File: src/logic/rtcc_pkg.sv
// Package: constants, register map and carrier types of the RTC core
`default_nettype none
package rtcc_pkg;
	localparam int unsigned CLK_HZ = 125_000_000;
	localparam int unsigned REF_HZ = 32768;
	localparam int unsigned ELAPSED_STEP_MS = 10;
	localparam int unsigned PERIODIC_STEP_MS = 1;
	localparam int unsigned ELAPSED_STEP_CYC = CLK_HZ / 1000 * ELAPSED_STEP_MS;
	localparam int unsigned PERIODIC_STEP_CYC = CLK_HZ / 1000 * PERIODIC_STEP_MS;
	localparam int PRE_W = 21;
	localparam int ADDR_W = 8;
	localparam int NUM_AL = 6;

	localparam logic [7:0] OFF_SEC_CNT = 8'h00;
	localparam logic [7:0] OFF_SEC_ALM = 8'h04;
	localparam logic [7:0] OFF_STATUS = 8'h08;
	localparam logic [7:0] OFF_TRIM = 8'h0c;
	localparam logic [7:0] OFF_CAL_TIME = 8'h10;
	localparam logic [7:0] OFF_CAL_DATE = 8'h14;
	localparam logic [7:0] OFF_TIME_ALM_A = 8'h18;
	localparam logic [7:0] OFF_DATE_ALM_A = 8'h1c;
	localparam logic [7:0] OFF_TIME_ALM_B = 8'h20;
	localparam logic [7:0] OFF_DATE_ALM_B = 8'h24;
	localparam logic [7:0] OFF_EL_CNT = 8'h28;
	localparam logic [7:0] OFF_EL_ALM_A = 8'h2c;
	localparam logic [7:0] OFF_EL_ALM_B = 8'h30;
	localparam logic [7:0] OFF_PER_CNT = 8'h34;
	localparam logic [7:0] OFF_PER_ALM = 8'h38;

	// Alarm index inside the flag, enable and match vectors
	localparam int AL_TIMER = 0;
	localparam int AL_CAL_A = 1;
	localparam int AL_CAL_B = 2;
	localparam int AL_EL_A = 3;
	localparam int AL_EL_B = 4;
	localparam int AL_PER = 5;
	localparam int FLAG_LSB = 0;
	localparam int EN_LSB = 8;
	localparam int CEN_LSB = 16;
	localparam int CEN_EL = 0;
	localparam int CEN_PER = 1;

	localparam logic [15:0] TRIM_RST = 16'h7fff;
	localparam logic [31:0] SEC_RST = 32'h0;
	localparam logic [1:0] RESP_OKAY = 2'h0;
	localparam logic [1:0] RESP_SLVERR = 2'h2;

	typedef struct packed {
		logic [2:0] wom;
		logic [2:0] dow;
		logic [4:0] hour;
		logic [5:0] min;
		logic [5:0] sec;
	} rtcc_time_t;

	typedef struct packed {
		logic [11:0] year;
		logic [3:0] month;
		logic [4:0] dom;
	} rtcc_date_t;

	typedef struct packed {
		logic [4:0] hour;
		logic [5:0] min;
		logic [5:0] sec;
		logic [6:0] hund;
	} rtcc_elapsed_t;

	localparam rtcc_time_t TIME_RST = '{wom: 3'h1, dow: 3'h1, hour: 5'h0, min: 6'h0, sec: 6'h0};
	localparam rtcc_date_t DATE_RST = '{year: 12'h0, month: 4'h1, dom: 5'h1};
endpackage : rtcc_pkg
`default_nettype wire

File: src/logic/rtcc_core.sv
// RTC core: timer, calendar, elapsed and periodic sections behind AXI4-Lite
`default_nettype none
module rtcc_core
	import rtcc_pkg::*;
#(
	parameter int unsigned HUND_CYCLES = ELAPSED_STEP_CYC,
	parameter int unsigned MS_CYCLES = PERIODIC_STEP_CYC
)
(
	input wire logic aclk,
	input wire logic aresetn,
	input wire logic wdt_rst_n,
	input wire logic ref_clk_in,
	input wire logic [ADDR_W-1:0] s_axi_awaddr,
	input wire logic s_axi_awvalid,
	output logic s_axi_awready,
	input wire logic [31:0] s_axi_wdata,
	input wire logic [3:0] s_axi_wstrb,
	input wire logic s_axi_wvalid,
	output logic s_axi_wready,
	output logic [1:0] s_axi_bresp,
	output logic s_axi_bvalid,
	input wire logic s_axi_bready,
	input wire logic [ADDR_W-1:0] s_axi_araddr,
	input wire logic s_axi_arvalid,
	output logic s_axi_arready,
	output logic [31:0] s_axi_rdata,
	output logic [1:0] s_axi_rresp,
	output logic s_axi_rvalid,
	input wire logic s_axi_rready,
	output logic one_hz_tick,
	output logic [NUM_AL-1:0] pm_match_r,
	output logic [NUM_AL-1:0] irq_req_r
);
	function automatic logic [31:0] merge(input logic [31:0] old, input logic [31:0] nw,
		input logic [3:0] strb);
		logic [31:0] r;
		r = old;
		for (int i = 0; i < 4; i++)
			if (strb[i])
				r[8*i +: 8] = nw[8*i +: 8];
		return r;
	endfunction : merge

	function automatic logic [4:0] days_in(input logic [3:0] mon, input logic [11:0] yr);
		logic [4:0] d;
		case (mon)
			4'h4, 4'h6, 4'h9, 4'hb: d = 5'h1e;
			4'h2: d = (yr[1:0] == 2'h0) ? 5'h1d : 5'h1c;
			default: d = 5'h1f;
		endcase
		return d;
	endfunction : days_in

	logic rst_ctl;
	logic tick_pulse;
	logic [15:0] trim_r;
	logic [31:0] seconds_counter_r, seconds_alarm_r, sec_nxt;
	rtcc_time_t calendar_time_counter_r, cal_time_nxt;
	rtcc_date_t calendar_date_counter_r, cal_date_nxt;
	rtcc_time_t calendar_time_alarm_a_r, calendar_time_alarm_b_r;
	rtcc_date_t calendar_date_alarm_a_r, calendar_date_alarm_b_r;
	rtcc_elapsed_t elapsed_counter_r, elapsed_alarm_a_r, elapsed_alarm_b_r, el_nxt;
	logic [15:0] periodic_counter_r, periodic_alarm_r, per_nxt;
	logic [PRE_W-1:0] el_pre_r, per_pre_r;
	logic el_step, per_step;
	logic [NUM_AL-1:0] flag_r, en_r, hit, flag_clr;
	logic [1:0] cen_r;
	logic [31:0] status_val, status_w, rd_val;
	logic rd_ok, wr_ok;
	logic aw_hold_r, w_hold_r, wr_go;
	logic [ADDR_W-1:0] awaddr_r;
	logic [31:0] wdata_r;
	logic [3:0] wstrb_r;

	// no other reset input exists, so sleep-exit and GPIO resets cannot reach the core
	assign rst_ctl = !aresetn || !wdt_rst_n;

	rtcc_tick_gen u_tick (
		.aclk(aclk),
		.aresetn(aresetn),
		.ref_clk_in(ref_clk_in),
		.trim_div(trim_r),
		.tick_pulse_r(tick_pulse),
		.one_hz_tick_r(one_hz_tick)
	);

	// Write channel: address and data may arrive in either order
	assign wr_go = aw_hold_r && w_hold_r && !s_axi_bvalid;
	always_ff @(posedge aclk)
	begin
		if (rst_ctl)
		begin
			s_axi_awready <= 1'b1;
			s_axi_wready <= 1'b1;
			aw_hold_r <= 1'b0;
			w_hold_r <= 1'b0;
			s_axi_bvalid <= 1'b0;
			s_axi_bresp <= RESP_OKAY;
			awaddr_r <= '0;
			wdata_r <= 32'h0;
			wstrb_r <= 4'h0;
		end
		else
		begin
			if (s_axi_awvalid && s_axi_awready)
			begin
				awaddr_r <= s_axi_awaddr;
				aw_hold_r <= 1'b1;
				s_axi_awready <= 1'b0;
			end
			if (s_axi_wvalid && s_axi_wready)
			begin
				wdata_r <= s_axi_wdata;
				wstrb_r <= s_axi_wstrb;
				w_hold_r <= 1'b1;
				s_axi_wready <= 1'b0;
			end
			if (wr_go)
			begin
				s_axi_bvalid <= 1'b1;
				s_axi_bresp <= wr_ok ? RESP_OKAY : RESP_SLVERR;
			end
			if (s_axi_bvalid && s_axi_bready)
			begin
				s_axi_bvalid <= 1'b0;
				aw_hold_r <= 1'b0;
				w_hold_r <= 1'b0;
				s_axi_awready <= 1'b1;
				s_axi_wready <= 1'b1;
			end
		end
	end

	assign status_val = {14'h0, cen_r, 2'h0, en_r, 2'h0, flag_r};
	assign status_w = merge(status_val, wdata_r, wstrb_r);
	always_comb
	begin
		wr_ok = 1'b1;
		case (awaddr_r)
			OFF_SEC_CNT, OFF_SEC_ALM, OFF_STATUS, OFF_TRIM, OFF_CAL_TIME, OFF_CAL_DATE,
			OFF_TIME_ALM_A, OFF_DATE_ALM_A, OFF_TIME_ALM_B, OFF_DATE_ALM_B, OFF_EL_CNT,
			OFF_EL_ALM_A, OFF_EL_ALM_B, OFF_PER_CNT, OFF_PER_ALM: wr_ok = 1'b1;
			default: wr_ok = 1'b0;
		endcase
	end

	// Read channel: data registered on the same edge that takes the address
	always_comb
	begin
		rd_ok = 1'b1;
		case (s_axi_araddr)
			OFF_SEC_CNT: rd_val = seconds_counter_r;
			OFF_SEC_ALM: rd_val = seconds_alarm_r;
			OFF_STATUS: rd_val = status_val;
			OFF_TRIM: rd_val = {16'h0, trim_r};
			OFF_CAL_TIME: rd_val = {9'h0, calendar_time_counter_r};
			OFF_CAL_DATE: rd_val = {11'h0, calendar_date_counter_r};
			OFF_TIME_ALM_A: rd_val = {9'h0, calendar_time_alarm_a_r};
			OFF_DATE_ALM_A: rd_val = {11'h0, calendar_date_alarm_a_r};
			OFF_TIME_ALM_B: rd_val = {9'h0, calendar_time_alarm_b_r};
			OFF_DATE_ALM_B: rd_val = {11'h0, calendar_date_alarm_b_r};
			OFF_EL_CNT: rd_val = {8'h0, elapsed_counter_r};
			OFF_EL_ALM_A: rd_val = {8'h0, elapsed_alarm_a_r};
			OFF_EL_ALM_B: rd_val = {8'h0, elapsed_alarm_b_r};
			OFF_PER_CNT: rd_val = {16'h0, periodic_counter_r};
			OFF_PER_ALM: rd_val = {16'h0, periodic_alarm_r};
			default:
			begin
				rd_val = 32'h0;
				rd_ok = 1'b0;
			end
		endcase
	end

	always_ff @(posedge aclk)
	begin
		if (rst_ctl)
		begin
			s_axi_arready <= 1'b1;
			s_axi_rvalid <= 1'b0;
			s_axi_rdata <= 32'h0;
			s_axi_rresp <= RESP_OKAY;
		end
		else if (s_axi_arvalid && s_axi_arready)
		begin
			s_axi_arready <= 1'b0;
			s_axi_rvalid <= 1'b1;
			s_axi_rdata <= rd_val;
			s_axi_rresp <= rd_ok ? RESP_OKAY : RESP_SLVERR;
		end
		else if (s_axi_rvalid && s_axi_rready)
		begin
			s_axi_arready <= 1'b1;
			s_axi_rvalid <= 1'b0;
		end
	end

	always_ff @(posedge aclk)
	begin
		if (!aresetn)
			trim_r <= TRIM_RST;
		// A write cut short by a watchdog reset must not reach trim
		else if (wdt_rst_n && wr_go && awaddr_r == OFF_TRIM)
			trim_r <= 16'(merge({16'h0, trim_r}, wdata_r, wstrb_r));
	end

	assign sec_nxt = seconds_counter_r + 32'h1;
	always_ff @(posedge aclk)
	begin
		if (rst_ctl)
		begin
			seconds_counter_r <= SEC_RST;
			seconds_alarm_r <= SEC_RST;
		end
		else
		begin
			if (wr_go && awaddr_r == OFF_SEC_CNT)
				seconds_counter_r <= merge(seconds_counter_r, wdata_r, wstrb_r);
			else if (tick_pulse)
				seconds_counter_r <= sec_nxt;
			if (wr_go && awaddr_r == OFF_SEC_ALM)
				seconds_alarm_r <= merge(seconds_alarm_r, wdata_r, wstrb_r);
		end
	end

	// calendar rollover
	// Leap years are taken as every fourth year; century rules are not applied
	always_comb
	begin
		cal_time_nxt = calendar_time_counter_r;
		cal_date_nxt = calendar_date_counter_r;
		cal_time_nxt.sec = cal_time_nxt.sec + 6'h1;
		if (calendar_time_counter_r.sec >= 6'h3b)
		begin
			cal_time_nxt.sec = 6'h0;
			cal_time_nxt.min = cal_time_nxt.min + 6'h1;
			if (calendar_time_counter_r.min >= 6'h3b)
			begin
				cal_time_nxt.min = 6'h0;
				cal_time_nxt.hour = cal_time_nxt.hour + 5'h1;
				if (calendar_time_counter_r.hour >= 5'h17)
				begin
					cal_time_nxt.hour = 5'h0;
					cal_time_nxt.dow = (cal_time_nxt.dow >= 3'h7) ? 3'h1 : cal_time_nxt.dow + 3'h1;
					if (cal_date_nxt.dom >= days_in(cal_date_nxt.month, cal_date_nxt.year))
					begin
						cal_date_nxt.dom = 5'h1;
						cal_time_nxt.wom = 3'h1;
						if (cal_date_nxt.month >= 4'hc)
						begin
							cal_date_nxt.month = 4'h1;
							cal_date_nxt.year = cal_date_nxt.year + 12'h1;
						end
						else
							cal_date_nxt.month = cal_date_nxt.month + 4'h1;
					end
					else
					begin
						cal_date_nxt.dom = cal_date_nxt.dom + 5'h1;
						if (cal_time_nxt.dow == 3'h1 && cal_time_nxt.wom < 3'h5)
							cal_time_nxt.wom = cal_time_nxt.wom + 3'h1;
					end
				end
			end
		end
	end

	always_ff @(posedge aclk)
	begin
		if (rst_ctl)
		begin
			calendar_time_counter_r <= TIME_RST;
			calendar_date_counter_r <= DATE_RST;
			calendar_time_alarm_a_r <= TIME_RST;
			calendar_date_alarm_a_r <= DATE_RST;
			calendar_time_alarm_b_r <= TIME_RST;
			calendar_date_alarm_b_r <= DATE_RST;
		end
		else
		begin
			if (wr_go && awaddr_r == OFF_CAL_TIME)
				calendar_time_counter_r <= 23'(merge({9'h0, calendar_time_counter_r}, wdata_r,
					wstrb_r));
			else if (tick_pulse)
				calendar_time_counter_r <= cal_time_nxt;
			if (wr_go && awaddr_r == OFF_CAL_DATE)
				calendar_date_counter_r <= 21'(merge({11'h0, calendar_date_counter_r}, wdata_r,
					wstrb_r));
			else if (tick_pulse)
				calendar_date_counter_r <= cal_date_nxt;
			if (wr_go && awaddr_r == OFF_TIME_ALM_A)
				calendar_time_alarm_a_r <= 23'(merge({9'h0, calendar_time_alarm_a_r},
					wdata_r, wstrb_r));
			if (wr_go && awaddr_r == OFF_DATE_ALM_A)
				calendar_date_alarm_a_r <= 21'(merge({11'h0, calendar_date_alarm_a_r},
					wdata_r, wstrb_r));
			if (wr_go && awaddr_r == OFF_TIME_ALM_B)
				calendar_time_alarm_b_r <= 23'(merge({9'h0, calendar_time_alarm_b_r},
					wdata_r, wstrb_r));
			if (wr_go && awaddr_r == OFF_DATE_ALM_B)
				calendar_date_alarm_b_r <= 21'(merge({11'h0, calendar_date_alarm_b_r},
					wdata_r, wstrb_r));
		end
	end

	assign el_step = cen_r[CEN_EL] && (el_pre_r == PRE_W'(HUND_CYCLES - 1));
	assign per_step = cen_r[CEN_PER] && (per_pre_r == PRE_W'(MS_CYCLES - 1));
	always_ff @(posedge aclk)
	begin
		if (rst_ctl)
		begin
			el_pre_r <= '0;
			per_pre_r <= '0;
		end
		else
		begin
			if (cen_r[CEN_EL])
				el_pre_r <= el_step ? '0 : el_pre_r + PRE_W'(1);
			if (cen_r[CEN_PER])
				per_pre_r <= per_step ? '0 : per_pre_r + PRE_W'(1);
		end
	end

	always_comb
	begin
		el_nxt = elapsed_counter_r;
		el_nxt.hund = el_nxt.hund + 7'h1;
		if (elapsed_counter_r.hund >= 7'h63)
		begin
			el_nxt.hund = 7'h0;
			el_nxt.sec = el_nxt.sec + 6'h1;
			if (elapsed_counter_r.sec >= 6'h3b)
			begin
				el_nxt.sec = 6'h0;
				el_nxt.min = el_nxt.min + 6'h1;
				if (elapsed_counter_r.min >= 6'h3b)
				begin
					el_nxt.min = 6'h0;
					el_nxt.hour = el_nxt.hour + 5'h1;
				end
			end
		end
	end

	assign per_nxt = periodic_counter_r + 16'h1;
	always_ff @(posedge aclk)
	begin
		if (rst_ctl)
		begin
			elapsed_counter_r <= '0;
			elapsed_alarm_a_r <= '0;
			elapsed_alarm_b_r <= '0;
			periodic_counter_r <= 16'h0;
			periodic_alarm_r <= 16'h0;
		end
		else
		begin
			if (wr_go && awaddr_r == OFF_EL_CNT)
				elapsed_counter_r <= 24'(merge({8'h0, elapsed_counter_r}, wdata_r, wstrb_r));
			else if (el_step)
				elapsed_counter_r <= el_nxt;
			if (wr_go && awaddr_r == OFF_EL_ALM_A)
				elapsed_alarm_a_r <= 24'(merge({8'h0, elapsed_alarm_a_r}, wdata_r, wstrb_r));
			if (wr_go && awaddr_r == OFF_EL_ALM_B)
				elapsed_alarm_b_r <= 24'(merge({8'h0, elapsed_alarm_b_r}, wdata_r, wstrb_r));
			if (wr_go && awaddr_r == OFF_PER_CNT)
				periodic_counter_r <= 16'(merge({16'h0, periodic_counter_r}, wdata_r, wstrb_r));
			else if (per_step)
				periodic_counter_r <= hit[AL_PER] ? 16'h0 : per_nxt;
			if (wr_go && awaddr_r == OFF_PER_ALM)
				periodic_alarm_r <= 16'(merge({16'h0, periodic_alarm_r}, wdata_r, wstrb_r));
		end
	end

	always_comb
	begin
		hit = '0;
		hit[AL_TIMER] = tick_pulse && (sec_nxt == seconds_alarm_r);
		hit[AL_CAL_A] = tick_pulse && ({cal_time_nxt, cal_date_nxt} ==
			{calendar_time_alarm_a_r, calendar_date_alarm_a_r});
		hit[AL_CAL_B] = tick_pulse && ({cal_time_nxt, cal_date_nxt} ==
			{calendar_time_alarm_b_r, calendar_date_alarm_b_r});
		hit[AL_EL_A] = el_step && (el_nxt == elapsed_alarm_a_r);
		hit[AL_EL_B] = el_step && (el_nxt == elapsed_alarm_b_r);
		hit[AL_PER] = per_step && (per_nxt == periodic_alarm_r);
	end

	assign flag_clr = (wr_go && awaddr_r == OFF_STATUS) ?
		NUM_AL'(merge(32'h0, wdata_r, wstrb_r) >> FLAG_LSB) : '0;

	// flags are sticky, a new enabled match wins over a clear
	always_ff @(posedge aclk)
	begin
		if (rst_ctl)
		begin
			pm_match_r <= '0;
			flag_r <= '0;
			irq_req_r <= '0;
		end
		else
		begin
			pm_match_r <= hit;
			flag_r <= (flag_r & ~flag_clr) | (hit & en_r);
			irq_req_r <= flag_r;
		end
	end

	// enables set by software after the alarm is loaded
	always_ff @(posedge aclk)
	begin
		if (rst_ctl)
		begin
			en_r <= '0;
			cen_r <= 2'h0;
		end
		else if (wr_go && awaddr_r == OFF_STATUS)
		begin
			en_r <= status_w[EN_LSB +: NUM_AL];
			cen_r <= status_w[CEN_LSB +: 2];
		end
	end

	chk_flag_needs_en: assert property (@(posedge aclk) disable iff (rst_ctl)
		$rose(flag_r[AL_TIMER]) |-> $past(en_r[AL_TIMER]) && $past(hit[AL_TIMER]))
		else $error("timer flag set without enable and match");
	chk_pm_on_match: assert property (@(posedge aclk) disable iff (rst_ctl)
		tick_pulse && sec_nxt == seconds_alarm_r |=> pm_match_r[AL_TIMER])
		else $error("timer match not signalled to power manager");
	chk_sec_increment: assert property (@(posedge aclk) disable iff (rst_ctl)
		tick_pulse && !(wr_go && awaddr_r == OFF_SEC_CNT)
		|=> seconds_counter_r == $past(seconds_counter_r) + 32'h1)
		else $error("seconds counter did not step by one");
	chk_w1c_clear: assert property (@(posedge aclk) disable iff (rst_ctl)
		flag_clr[AL_TIMER] && !hit[AL_TIMER] |=> !flag_r[AL_TIMER])
		else $error("write one did not clear timer flag");
	chk_flag_sticky: assert property (@(posedge aclk) disable iff (rst_ctl)
		flag_r[AL_PER] && !flag_clr[AL_PER] |=> flag_r[AL_PER])
		else $error("periodic flag dropped without clear");
	chk_irq_follow: assert property (@(posedge aclk) disable iff (rst_ctl)
		flag_r != '0 |=> irq_req_r == $past(flag_r))
		else $error("interrupt request does not follow flags");
	chk_elapsed_hold: assert property (@(posedge aclk) disable iff (rst_ctl)
		!cen_r[CEN_EL] && !(wr_go && awaddr_r == OFF_EL_CNT) |=> $stable(elapsed_counter_r))
		else $error("elapsed counter moved while disabled");
	chk_trim_keep: assert property (@(posedge aclk) disable iff (!aresetn)
		!wdt_rst_n |=> $stable(trim_r))
		else $error("watchdog reset changed trim");
	chk_wdt_reset: assert property (@(posedge aclk) disable iff (!aresetn)
		!wdt_rst_n |=> flag_r == '0 && en_r == '0 && seconds_counter_r == SEC_RST)
		else $error("watchdog reset did not clear core state");
endmodule : rtcc_core
`default_nettype wire

File: src/logic/rtcc_tick_gen.sv
// Trimmed one-hertz tick generator driven by the low-frequency reference
`default_nettype none
module rtcc_tick_gen
	import rtcc_pkg::*;
(
	input wire logic aclk,
	input wire logic aresetn,
	input wire logic ref_clk_in,
	input wire logic [15:0] trim_div,
	output logic tick_pulse_r,
	output logic one_hz_tick_r
);
	logic ref_q_r;
	logic ref_arm_r;
	logic [15:0] div_cnt_r;
	logic ref_rise;

	// A reference already high at reset release must not count as an edge
	assign ref_rise = ref_arm_r & ref_clk_in & ~ref_q_r;

	always_ff @(posedge aclk)
	begin
		if (!aresetn)
		begin
			ref_q_r <= 1'b0;
			ref_arm_r <= 1'b0;
		end
		else
		begin
			ref_q_r <= ref_clk_in;
			ref_arm_r <= 1'b1;
		end
	end

	// whole reference periods
	// Counting reference edges keeps each second exact to one reference period
	always_ff @(posedge aclk)
	begin
		if (!aresetn)
		begin
			div_cnt_r <= 16'h0;
			tick_pulse_r <= 1'b0;
		end
		else
		begin
			tick_pulse_r <= 1'b0;
			if (ref_rise)
			begin
				if (div_cnt_r >= trim_div)
				begin
					div_cnt_r <= 16'h0;
					tick_pulse_r <= 1'b1;
				end
				else
					div_cnt_r <= div_cnt_r + 16'h1;
			end
		end
	end

	always_ff @(posedge aclk)
	begin
		if (!aresetn)
			one_hz_tick_r <= 1'b0;
		else
			one_hz_tick_r <= (div_cnt_r <= (trim_div >> 1));
	end
endmodule : rtcc_tick_gen
`default_nettype wire

File: config.mk
export PLATFORM = sky130hd
export DESIGN_NAME = rtcc_core
export DESIGN_NICKNAME = d
export VERILOG_FILES = /design/src/logic/rtcc_pkg.sv /design/src/logic/rtcc_core.sv /design/src/logic/rtcc_tick_gen.sv
export SDC_FILE = /design/constraint.sdc
export NUM_CORES = 2
export LEC_CHECK = 0
export ABC_AREA = 0
export BUFFER_PORTS_ARGS = -buffer_cell sky130_fd_sc_hd__buf_2
export CORE_MARGIN = 5
export CORE_UTILIZATION = 40
export CTS_BUF_LIST = sky130_fd_sc_hd__clkbuf_8
export DETAILED_ROUTE_END_ITERATION = 12
export GPL_TIMING_DRIVEN = 0
export PLACE_DENSITY = 0.63
export SLEW_MARGIN = 10
export SYNTH_ARGS = -nofsm -noshare
export SYNTH_HDL_FRONTEND = slang
export SYNTH_SLANG_ARGS = --single-unit
File: constraint.sdc
create_clock -name aclk -period 11.6 [get_ports aclk]
set_input_delay 0.58 -clock aclk [delete_from_list [all_inputs] [get_ports aclk]]
set_output_delay 0.58 -clock aclk [all_outputs]
set_load 0.02 [all_outputs]
==> results by group <==
Outcome
  – Outcome: finished clean

Worst hold path
  – Hold depth: 2
  – Hold Path End: s_axi_wready
  – Min-Delay Path Class: input port to flop
  – Hold Startpoint: s_axi_wvalid

Clock tree
  – CTS sink cnt: a little under 500
  – Reg clk slew, reported paths: 0.07 ns
  – Clock tree buffer depth: 3
  – H-tree depth: 3
  – Number of buffers created by CTS: 92
  – CTS root buffer: clkbuf_8
  – Worst skew pair latency: 0.76 ns
  – TritonCTS clock tree: done

Finish
  – Final Non-Filler Cells: just under 5,000
  – Post-route cell area: about 0.031 sq mm
  – # fillers: just over 7,000
  – Layout Area Growth over Synthesis: 13.33%
  – Most frequent cells in the layout: 520 x nand2_1, 490 x dfxtp_1, 405 x a21oi_1, 320 x nand3_1, 288 x nor2_1
  – Layout cell share with drive strength beyond 1: 0.08903
  – Multi-input logic area: 0.01666 sq mm
  – Commonest non-fill, non-tap cell in the layout: nand2_1
  – Final net count: between 3,000 and 4,000
  – Register area: between 0.009 and 0.01 sq mm

Detailed routing
  – Routed wire length per instance: 33.93 um
  – Via-to-Cell Ratio: 6.588
  – Iteration count of the initial detailed-routing pass: 9
  – DRC: 0
  – Post-route ant nets: 0
  – Detailed Route WL: between 150 and 200 mm
  – DR iter-0 viols: just over 5,000
  – Detailed-route via count: about 32,000

Floorplan
  – Site Rows: between 90 and 100
  – I/O pin count: 115
  – Initial Util: 0.4044
  – Die width: ~270 um
  – Placeable Area: 0.06871 sq mm
  – DIE AREA: roughly 0.075 sq mm
  – Die Span Y: 273.6 um

STA
  – Relative slew slack: 0.04332
  – RSZ-0062 raised after global routing: no
  – Pins Over Slew Limit: 0
  – Fraction of the cycle the final worst path needs: 0.4870
  – Fmax achieved: about 180 MHz
  – Setup violators final: 0
  – Setup Total Neg Slack: 0 ns
  – Tmin final: about 5.6 ns
  – Hold Slack: 0.06193 ns
  – Layout Skew: between 0.03 and 0.04 ns
  – Final hold violation count: 0
  – Least-Margin Pin Slew: 1.435 ns

Worst setup path
  – Worst reg2reg endpoint: flag_r[1]
  – Crit Path Class: flop to flop
  – Critical Path End Type: flop
  – Worst setup startpoint: calendar_date_counter_r[5]
  – R2R Setup Slk: roughly 6.0 ns
  – R2r worst-path depth: 17
  – Worst EP required: roughly 12 ns
  – Critical R2R Launch: calendar_date_counter_r[5]
  – CP Max Fanout: 7
  – Worst Path Arrival: 6.33 ns
  – Setup crit start kind: flop

GRT
  – GRT Resource Usage Total: 0.4227
  – Initial antenna violation count: 9
  – Total congestion overflow: 0
  – Vias in the first global route: ~29,000
  – Largest net degree at the start of global routing: 14
  – First-pass GRT wire length: around 230 mm

Yosys
  – Syn Std Cell Area: approximately 0.028 sq mm
  – Syn_area_per_cell: approximately 7.6 sq um
  – Seq/Total Area, Yosys: 0.3530
  – EDFF count, synth: 0
  – Yosys reg bits: between 400 and 500
  – Synthesized instance count: 3,642
  – Synth warn: 0
  – Ys flop type: dfxtp_1
  – Ys async rst share: 0
  – Cell variety after synth: between 90 and 100

Run
  – Max-Cap Viols: 0

Placement
  – Routability cong.: ~1.1
  – # placed instances: approximately 4,700
  – Port Buf Inserts: between 100 and 150
  – Dpl hpwl: roughly 130 mm
  – Placement Cell Area: approximately 0.030 sq mm

Power
  – Pwr/cell area: approximately 120 mW/mm^2
  – Peak supply drop: around 0.000087 V
  – P_leak: around 11 nW
[how the worst max path moves through the flow]
| stage | end | slack, ns | depth (start not counted) |
|---|---|---|---|
| 6_report | flag_r[1] | 5.95 | 17 |
| 3_5_place_dp | flag_r[1] | 6.26 | 16 |
| 3_3_place_gp | flag_r[2] | 5.86 | 12 |
| 5_1_grt | flag_r[2] | 5.96 | 17 |
| 4_1_cts | flag_r[1] | 6.20 | 16 |
| 2_1_floorplan | flag_r[1] | 7.81 | 17 |
[through the flow]
step	power (mW)	utilization	setup slack, ns
2_1_floorplan	1.823	-	7.812
3_3_place_gp	1.941	0.4295	5.860
3_5_place_dp	1.941	0.4300	6.264
4_1_cts	3.701	0.4580	6.202
5_1_grt	3.789	0.4580	5.961
6_report	3.713	0.4584	5.951
[power breakdown]
part / internal [mW] / switching (mW) / total [mW]
clock network: 0.957 / 0.837 / 1.79
registers: 1.69 / 0.0182 / 1.71
logic: 0.0401 / 0.166 / 0.206
total: 2.69 / 1.02 / 3.71
[sequential cells by signal, indices dropped and copies added (netlist names), 23 cells and up, named ones only]
register                 cells
calendar_time_alarm_b_r     23
elapsed_alarm_a_r           24
seconds_alarm_r             32
calendar_time_alarm_a_r     23
s_axi_rdata                 32
seconds_counter_r           32
elapsed_alarm_b_r           24
calendar_time_counter_r     23
elapsed_counter_r           24
wdata_r                     32
[synth_stat cells (all sizes together) (16+ instances only)]
cell / instances / area (sq um)
xnor2: 132 / 1156
or3: 16 / 100.1
nor2: 289 / 1101
nand4: 69 / 452.9
inv: 57 / 214.0
a21oi: 407 / 2044
o211ai: 25 / 187.7
clkbuf: 237 / 893.4
and2: 25 / 156.4
o221a: 17 / 191.4
a22o: 17 / 148.9
nand3: 321 / 1612
nor4: 34 / 276.5
a21o: 17 / 127.6
a211oi: 29 / 230.2
ha: 55 / 688.2
a22oi: 114 / 855.8
buf: 45 / 225.2
a221oi: 33 / 295.3
nand2b: 21 / 131.4
nor3: 67 / 345.3
and4: 18 / 157.7
a31oi: 25 / 156.4
o221ai: 30 / 262.8
o21ai: 136 / 684.4
nand2: 521 / 1958
dfxtp: 490 / 9809
mux2i: 18 / 180.2
and3: 41 / 256.5
o31ai: 19 / 142.6
nor2b: 16 / 100.1
xor2: 125 / 1095
[critical path: stages (launching register included)]
cell      delay (ns)
dfxtp_1         0.36
clkbuf_1        0.63
inv_1           0.27
ha_1            0.29
o21ai_0         0.14
o21ai_0         0.09
o21ai_0         0.20
ha_1            0.29
nor3b_2         0.34
or3_1           0.17
buf_2           0.22
nor2_1          0.16
or3b_1          0.51
xor2_1          0.20
or4_1           0.58
nor4_1          0.42
and4_1          0.49
a22o_1          0.20
[what timing repair did]
item / in CTS / in global routing
setup buffers: 0 / 0
hold buffers: 1 / 0
hold endpoints to repair: 1 / 0
endpoints found under the setup margin: 0 / 0
gates resized for setup: 0 / 0
[logic make-up after synthesis]
| group | Yosys count | synth area share |
|---|---|---|
| AOI/OAI and AO/OA | 976 | 0.2264 |
| adders and majority gates | 55 | 0.02476 |
| DFF | 490 | 0.3530 |
| xor gates and xnor gates | 258 | 0.08181 |
| buffers and inverters | 339 | 0.04795 |
| muxes | 19 | 0.006889 |
| and+or+nand+nor | 1504 | 0.2591 |
| other | 1 | 0.0001350 |
[cell type report]
class,instances,area share
diodes,11,0.0008741
plain buffers,282,0.03584
multi-input cells,2814,0.5291
flip-flops and latches,490,0.3115
inverters,57,0.006794
well taps,931,0.03699
clock buffers,121,0.05288
clock inverters,43,0.007827
repair buffers,113,0.01820
[metal layers]
layer,share of wire,wire length (um),global-route usage,vias to the layer above
li1,-,-,-,13630
met1,0.38,63330,0.5499,15310
met2,0.40,66010,0.5997,2442
met3,0.13,21740,0.1328,645
met4,0.084,13860,0.2784,6
met5,0.00025,41,0,-
No activity file was read; power rests on OpenSTA's default activity.
